## config.mk

```make
export PLATFORM = sky130hd
export DESIGN_NAME = code_privilege_and_stack_unit
export DESIGN_NICKNAME = d
export VERILOG_FILES = /design/src/design/cpsu_pkg.sv /design/src/design/code_privilege_and_stack_unit.sv
export VERILOG_INCLUDE_DIRS = /design/src /design/src/design
export SDC_FILE = /design/constraint.sdc
export NUM_CORES = 1
export LEC_CHECK = 0
export ABC_AREA = 1
export BUFFER_PORTS_ARGS = -buffer_cell sky130_fd_sc_hd__buf_2
export CAP_MARGIN = 20
export CORE_MARGIN = 5
export CORE_UTILIZATION = 49
export DETAILED_ROUTE_END_ITERATION = 7
export GPL_ROUTABILITY_DRIVEN = 0
export HOLD_SLACK_MARGIN = 0.06
export PLACE_DENSITY = 0.68
export SETUP_SLACK_MARGIN = 0.05
export SYNTH_ARGS = -nofsm -noshare
export SYNTH_HDL_FRONTEND = slang
export SYNTH_SLANG_ARGS = --single-unit
```

## constraint.sdc

```tcl
create_clock -name clk_in -period 5.95 [get_ports clk_in]
set_clock_uncertainty 0.05 [all_clocks]
set_input_delay 0.8925 -clock clk_in [delete_from_list [all_inputs] [get_ports clk_in]]
set_output_delay 0.8925 -clock clk_in [all_outputs]
set_load 0.005 [all_outputs]
```

## src/design/cpsu_defs.svh

```systemverilog
// constants for the code privilege and stack unit
`ifndef CPSU_DEFS_SVH
`define CPSU_DEFS_SVH
`define CPSU_STACK_TOP 16'h0bf0
`define CPSU_UROM_BASE 16'h8000
`define CPSU_UROM_WORDS 16'h0c00
`define CPSU_PAGE_SHIFT 8
`define CPSU_PAGE_W 8
`endif

```

## src/design/cpsu_pkg.sv

```systemverilog
// types shared by the code privilege and stack unit
package cpsu_pkg;
  typedef enum logic [2:0] {
    stack_none = 3'h0,
    subroutine_enter_op = 3'h1,
    stack_store_op = 3'h2,
    interrupt_vector_op = 3'h3,
    subroutine_exit_op = 3'h4,
    interrupt_exit_op = 3'h5,
    stack_load_op = 3'h6,
    stack_load_variant_op = 3'h7
  } stack_op_e;

  typedef enum logic [1:0] {
    priv_low = 2'h0,
    priv_med = 2'h1,
    priv_high = 2'h2
  } priv_e;

  typedef enum logic [0:0] {
    space_code = 1'h0,
    space_data = 1'h1
  } space_e;

  typedef struct packed {
    stack_op_e op;
    logic [15:0] data;
  } stack_req_s;

  typedef struct packed {
    logic valid;
    logic write;
    logic word;
    space_e space;
    logic [15:0] addr;
  } mem_req_s;
endpackage

```

## src/design/code_privilege_and_stack_unit.sv

```systemverilog
// stack pointer, stack storage and code privilege checking for the core
//
// Functional notes
// - reset loads stack pointer with 0bf0h
// - store ops decrement pointer, then write
// - load ops read at pointer, then increment
// - sixteen-bit entries; calls and interrupts use stack
// - software stores and loads general data explicitly
// - protection splits code into three ascending areas
// - system high, loader medium, application low privilege
// - utility rom high, ram low privilege
// - user code may be barred from system code
// - loader area optionally guarded from application code
// - utility rom is 6KB starting 8000h
// - 16-bit buses; data as bytes or words
`timescale 1ns/100ps
`include "cpsu_defs.svh"

module code_privilege_and_stack_unit
  import cpsu_pkg::*;
#(
  parameter int STACK_DEPTH = 16,
  parameter logic [15:0] UROM_BASE = `CPSU_UROM_BASE
) (
  input wire logic clk_in,
  input wire logic reset_n_in,
  input wire stack_req_s stack_req_in,
  input wire logic protect_enable_in,
  input wire logic system_guard_in,
  input wire logic loader_guard_in,
  input wire logic urom_mapped_in,
  input wire logic [`CPSU_PAGE_W-1:0] loader_area_start_in,
  input wire logic [`CPSU_PAGE_W-1:0] application_area_start_in,
  input wire logic [15:0] exec_addr_in,
  input wire space_e exec_space_in,
  input wire mem_req_s mem_req_in,
  output logic [15:0] stack_top_pointer_out,
  output logic [15:0] pop_data_out,
  output logic pop_valid_out,
  output logic stack_fault_out,
  output priv_e cur_priv_out,
  output logic access_grant_out,
  output logic access_deny_out
);

  localparam int IW = $clog2(STACK_DEPTH);
  localparam logic [15:0] STACK_LOW = 16'(`CPSU_STACK_TOP - STACK_DEPTH);

  //////////////////////////////////////////////////////////////////////////////
  // privilege decode, shared by the executing and the target address

  function automatic priv_e area_priv(input space_e sp, input logic [15:0] a,
                                      input logic rom_on,
                                      input logic [`CPSU_PAGE_W-1:0] ldr,
                                      input logic [`CPSU_PAGE_W-1:0] app);
    logic [`CPSU_PAGE_W-1:0] page;
    page = a[`CPSU_PAGE_SHIFT +: `CPSU_PAGE_W];
    if (sp == space_data) begin
      area_priv = priv_low;
    end else if (rom_on && a >= UROM_BASE && a < 16'(UROM_BASE + `CPSU_UROM_WORDS)) begin
      area_priv = priv_high;
    end else if (page < ldr) begin
      area_priv = priv_high;
    end else if (page < app) begin
      area_priv = priv_med;
    end else begin
      area_priv = priv_low;
    end
  endfunction

  //////////////////////////////////////////////////////////////////////////////
  // stack pointer and storage

  // storage index is the low pointer bits; the depth must keep the stack
  // window aligned below the top so that the index never wraps mid-stack
  logic [15:0] stack_top_pointer;
  logic [15:0] next_stack_top_pointer;
  logic [15:0] stack_mem [STACK_DEPTH];
  logic [15:0] next_stack_mem [STACK_DEPTH];
  logic [15:0] next_pop_data;
  logic next_pop_valid;
  logic next_stack_fault;
  logic is_store;
  logic is_load;
  logic [15:0] dec_ptr;

  assign is_store = stack_req_in.op inside {subroutine_enter_op, stack_store_op,
                                            interrupt_vector_op};
  assign is_load = stack_req_in.op inside {subroutine_exit_op, interrupt_exit_op,
                                           stack_load_op, stack_load_variant_op};
  assign dec_ptr = 16'(stack_top_pointer - 16'h0001);

  always_comb begin
    next_stack_top_pointer = stack_top_pointer;
    next_stack_mem = stack_mem;
    next_pop_data = pop_data_out;
    next_pop_valid = 1'b0;
    next_stack_fault = 1'b0;
    if (is_store) begin
      if (stack_top_pointer == STACK_LOW) begin
        next_stack_fault = 1'b1;
      end else begin
        next_stack_top_pointer = dec_ptr;
        next_stack_mem[dec_ptr[IW-1:0]] = stack_req_in.data;
      end
    end else if (is_load) begin
      if (stack_top_pointer == `CPSU_STACK_TOP) begin
        next_stack_fault = 1'b1;
      end else begin
        next_pop_data = stack_mem[stack_top_pointer[IW-1:0]];
        next_pop_valid = 1'b1;
        next_stack_top_pointer = 16'(stack_top_pointer + 16'h0001);
      end
    end
  end

  always_ff @(posedge clk_in) begin
    if (!reset_n_in) begin
      stack_top_pointer <= `CPSU_STACK_TOP;
      pop_data_out <= 16'h0000;
      pop_valid_out <= 1'b0;
      stack_fault_out <= 1'b0;
    end else begin
      stack_top_pointer <= next_stack_top_pointer;
      pop_data_out <= next_pop_data;
      pop_valid_out <= next_pop_valid;
      stack_fault_out <= next_stack_fault;
    end
  end

  // entries carry no reset; a load is only valid after a matching store
  always_ff @(posedge clk_in) begin
    stack_mem <= next_stack_mem;
  end

  assign stack_top_pointer_out = stack_top_pointer;

  //////////////////////////////////////////////////////////////////////////////
  // access check

  priv_e cur_priv;
  priv_e tgt_priv;
  logic guarded;
  logic misaligned;
  logic next_grant;
  logic next_deny;
  priv_e next_cur_priv;

  always_comb begin
    cur_priv = area_priv(exec_space_in, exec_addr_in, urom_mapped_in,
                         loader_area_start_in, application_area_start_in);
    tgt_priv = area_priv(mem_req_in.space, mem_req_in.addr, urom_mapped_in,
                         loader_area_start_in, application_area_start_in);
    // the two documented guards and a misaligned data word can refuse; rom follows the system guard
    guarded = (tgt_priv == priv_high && system_guard_in)
              || (tgt_priv == priv_med && loader_guard_in);
    // data words live on even byte addresses of the data bus
    misaligned = mem_req_in.space == space_data && mem_req_in.word
                 && mem_req_in.addr[0];
    next_deny = mem_req_in.valid && (misaligned || (protect_enable_in
                && tgt_priv > cur_priv && guarded));
    next_grant = mem_req_in.valid && !next_deny;
    next_cur_priv = protect_enable_in ? cur_priv : priv_high;
  end

  always_ff @(posedge clk_in) begin
    if (!reset_n_in) begin
      access_grant_out <= 1'b0;
      access_deny_out <= 1'b0;
      cur_priv_out <= priv_high;
    end else begin
      access_grant_out <= next_grant;
      access_deny_out <= next_deny;
      cur_priv_out <= next_cur_priv;
    end
  end

  //////////////////////////////////////////////////////////////////////////////
  // checks

  logic [`CPSU_PAGE_W-1:0] exec_page;
  logic exec_in_rom;

  assign exec_page = exec_addr_in[`CPSU_PAGE_SHIFT +: `CPSU_PAGE_W];
  assign exec_in_rom = urom_mapped_in && exec_addr_in >= UROM_BASE
                       && exec_addr_in < 16'(UROM_BASE + `CPSU_UROM_WORDS);
endmodule

```

Word level (Yosys, flattened, before mapping):

Cells that the tools add are included.

* register bits after elaboration: 294
* bits of input ports: 78
* output and inout bits: 38
* logic and storage cells: 104

* $add $sub $neg: 2
* $lt $le $gt $ge: 12
* equal/unequal tests: 13
* multiplexer cells: 23
* bitwise logic cells: 7
* reduce and logical (&&, ||, !) cells: 24

Operator list (count)
* $bwmux W256: 1
* $mux W16: 7
* $bmux W16 S4: 1
* $demux W16 S4: 1
* $eq A16 B12 Y1 const B: 2
* $ge A16 B16 Y1 const B: 2
* $lt A16 B16 Y1 const B: 2
* $lt A8 B8 Y1: 4
* $add A16 B1 Y16 const B: 1
* $sub A16 B1 Y16 const B: 1
* $logic_and A1 B1 Y1: 13
* $eq A3 B3 Y1 const B: 4
* $mux W2: 6
* $ge A5 B5 Y1 const B: 2
* $not A4 Y5: 2
* $mux W1: 7
* $eq A3 B2 Y1 const B: 2
* $reduce_and A3 Y1: 2
* $lt A5 B1 Y1 const B: 1
* $not A1 Y1: 5
* $ne A2 B2 Y1 const B: 2
* $reduce_and A2 Y1: 2
* $reduce_bool A4 Y1: 1
* $eq A3 B1 Y1 const B: 1
* other kinds (8): 9

Longest topological paths before layout:

* word-level depth: 13
* depth in mapped cells: 18
* mapped depth without buffers: 18

Least setup slack after synthesis:

OpenSTA, ideal clock, no wires.

* path type: register -> register
* from: register stack_top_pointer[0], in the netlist stack_top_pointer_out[0]
* to: register stack_mem[0] (netlist name), enable pin
* data arrival time: 2.568 ns
* required time: 5.512 ns
* slack: 2.944 ns
* cell stages (with the launch flop): 13
* path buffers: 3
* path through: dfxtp_1 > buf_4 > inv_2 > buf_4 > buf_2 > ha_1 > nand3_2 > nor2_1 > nand4_1 > nand2_2 > inv_1 > nand2_1 > nor2_1

* longest elaborated chain between the ends: 3

Ends and longest elaborated chain
* from (decl): line code_privilege_and_stack_unit.sv:76 `logic [15:0] stack_top_pointer;`
* from (signal assigned): line code_privilege_and_stack_unit.sv:119 `` stack_top_pointer <= `CPSU_STACK_TOP; ``
* from (signal assigned): line code_privilege_and_stack_unit.sv:124 `stack_top_pointer <= next_stack_top_pointer;`
* $eq A16 B12 Y1: line code_privilege_and_stack_unit.sv:100 `if (stack_top_pointer == STACK_LOW) begin`
* $not A1 Y1 (no line)
* $reduce_and A2 Y1 (no line)
* to (signal assigned): line code_privilege_and_stack_unit.sv:133 `stack_mem <= next_stack_mem;`
* to (decl): line code_privilege_and_stack_unit.sv:78 `logic [15:0] stack_mem [STACK_DEPTH];`

Every way passes these cells.
A chain may end at the register's enable or synchronous reset.

Worst setup path after layout:

* from: register stack_top_pointer[0], in the netlist stack_top_pointer_out[0]
* to: register stack_mem[191] (netlist name), enable pin

Same word-level chain as after synthesis.

==> results_dict.tcl <==
set metrics [dict create \
    run_status "finished clean" \
    io_buffers 99 \
    ys_seq_elements 294 \
    cts_num_sinks 294 \
    clk_pin_slew_ns 0.06 \
    grt_pass1_vias 8587 \
    crit_start "stack_top_pointer_out[0]" \
    post-route-period-util_pct 64.9 \
    rrSetupSlack_ns 2.09 \
    wl_um 30700 \
    synthSimpleGateAreaFrac_pct 12.0 \
    drt_iter0_markers 1017 \
    cts_buffer_depth 3 \
    synth_fa_ha_area_share_pct 3.55 \
    cts_tree "yes" \
    area_growth_pct 15.4 \
    fin_util_pct 57.8 \
    place_hpwl_um 18400 \
    tns_ns 0 \
    crit_arrival_ns 3.99 \
    track_usage_pct 20.8 \
    end_kind "register" \
    h-tree-depth 1 \
    ir_worst_vdd_v 0.000265 \
    max_slew_margin_pct 26.7 \
    power.density_mw_per_mm2 349 \
    cp_max_fo 52 \
    seq_area_frac_synth_pct 66.6 \
    synth_cell_types 41 \
    tightest_slew_ns 1.10 \
    vias 9016 \
    postCtsHoldBufs 0 \
    root_buffer "clkbuf_16" \
    fmax_mhz 259 \
    grt_setup_unrepaired "false" \
    cts_buffers 31 \
    post_cts_resized 0 \
    core_area_mm2 0.0253 \
    crit_required_ns 6.08 \
    synthesis.area_mm2 0.0127 \
    fp-row-count 58 \
    drc 0 \
    fin_nets 1328 \
    die_h_um 171 \
    synth_compound_area_share_pct 13.4 \
    synth-warning-count 0 \
    syn_inst 1122 \
    syn_area_per_cell_um2 11.3 \
    leakagePower_nw 5.37 \
    drive_above_1_share_pct 17.2 \
    drv_slew 0 \
    pin_count 116 \
    drv_cap 0 \
    syn_nets 1236 \
    grt_pass1_wl_um 47500 \
    drt-wirelength-per-cell_um 19.6 \
    antenna_found_initial 0 \
    timing.rr.end "stack_mem[191]" \
    ant_nets 0 \
    grt_max_degree 101 \
    finalHoldViolCount 0 \
    setup_viol 0 \
    r2r_cells 9 \
    diodes 0 \
    reg2reg_from "stack_top_pointer_out[0]" \
    layout_common_cells "edfxtp_1 (256), nor2_1 (173), o21ai_0 (159), nand2_1 (110), buf_2 (99)" \
    path_class "reg2reg" \
    fp.dieW_um 171 \
    hold_class "reg2reg" \
    start_util_pct 50.1 \
    fin_crit_ns 3.86 \
    synth_mux_area_share_pct 0 \
    synth_top_area_share_pct 60.6 \
    layout_commonest_cell "edfxtp_1" \
    post_cts_buffers 0 \
    synth_xor_area_share_pct 0.414 \
    dieArea_mm2 0.0292 \
    synth_top_family_by_area "compound AO/OA/AOI/OAI gates" \
    synth_area_leaders "edfxtp_1 (61%), o21ai_0 (6.3%), dfxtp_1 (6.0%)" \
    grt-ovfl-total 0 \
    vias_per_cell 5.75 \
    insertion_delay_ns 0.57 \
    synth_top_cell_by_area "edfxtp_1" \
    cp-endpoint "stack_mem[191]" \
    start_kind "register" \
    drtPass1Iterations 7 \
]
==> layout make-up <==
type | count | area (µm²)
well taps | 330 | 413
clock inverters | 24 | 285
repair buffers | 121 | 696
multi-input cells | 707 | 3770
clock buffers | 34 | 797
flip-flops and latches | 294 | 8450
fillers | 2068 | 10700
inverters | 59 | 223
==> worst max-delay path, stage by stage (launching register included) <==
cell	delay, ns
dfxtp_4	0.70
clkinv_2	0.57
ha_1	0.44
nand3_2	0.14
nor2_1	0.07
nand4_1	0.16
nand2_2	0.12
inv_1	0.17
nand2_1	0.18
nor2_2	0.87
==> report_power, final <==
part           total, W  internal [W]  switching (W)  leakage [nW]
clock network   0.00200       0.00119       0.000807         0.536
registers       0.00239       0.00234      0.0000503          2.62
logic          0.000713      0.000217       0.000495          2.21
total           0.00510       0.00375        0.00135          5.37
==> how the worst min path moves through the flow <==
stage / from / end / slack, ns / depth (start not counted)
final: stack_top_pointer_out[15] / stack_top_pointer_out[15] / 0.46 / 2
after global routing: protect_enable_in / cur_priv_out[1] / 0.50 / 2
after global placement: stack_top_pointer_out[15] / stack_top_pointer_out[15] / 0.46 / 2
after floorplan: stack_top_pointer_out[15] / stack_top_pointer_out[15] / 0.44 / 2
after CTS: stack_top_pointer_out[15] / stack_top_pointer_out[15] / 0.47 / 2
after detailed placement: stack_top_pointer_out[15] / stack_top_pointer_out[15] / 0.46 / 2
==> cell usage after synthesis (all sizes together) <==
cell type,instances
a21oi,36
nor4,1
o21ai,168
a22oi,1
a21o,1
a31oi,13
nand4,8
xor2,5
nand2,113
buf,24
nor3,5
a41oi,4
o31ai,2
o22ai,35
a211oi,2
o221ai,22
dfxtp,38
o21a,1
nand3b,1
ha,36
xnor2,1
edfxtp,256
inv,59
nor2,194
o211ai,10
or2,1
a211o,1
nand3,46
clkbuf,38
==> metal layers <==
metal,up-vias,GRT usage (%),share of wire [%]
li1,4253,-,-
met1,4326,29.6,43
met2,394,33.5,45
met3,43,3.65,9.2
met4,0,5.41,2.0
met5,-,0,0
==> kinds of logic (layout without fill, tap and decap cells) <==
group           Yosys count  count (layout)
compound gates          296             296
simple gates            369             369
buf+inv                 121             238
fa+ha+maj                36              36
xor+xnor                  6               6
flops                   294             294
==> sequential cells by signal, summed over array words and instances (netlist names) <==
signal and count:
stack_fault_out 1, stack_mem 256, access_deny_out 1, cur_priv_out 2, pop_valid_out 1, access_grant_out 1
pop_data_out 16, stack_top_pointer_out 16
==> stage by stage <==
stage / cell area (µm²) / instances / worst slack (ns) / hold slack, ns / power [W]
5_1_grt: 14600 / 1569 / 1.80 / 0.498 / 0.00532
3_5_place_dp: 13500 / 1510 / 2.02 / 0.459 / 0.00314
3_3_place_gp: 13500 / 1508 / 2.06 / 0.460 / 0.00312
4_1_cts: 14600 / 1568 / 1.99 / 0.469 / 0.00513
2_1_floorplan: 12700 / 1122 / 2.94 / 0.441 / 0.00288
6_report: 14600 / 1569 / 2.09 / 0.463 / 0.00510
No activity file was read; power rests on OpenSTA's default activity.
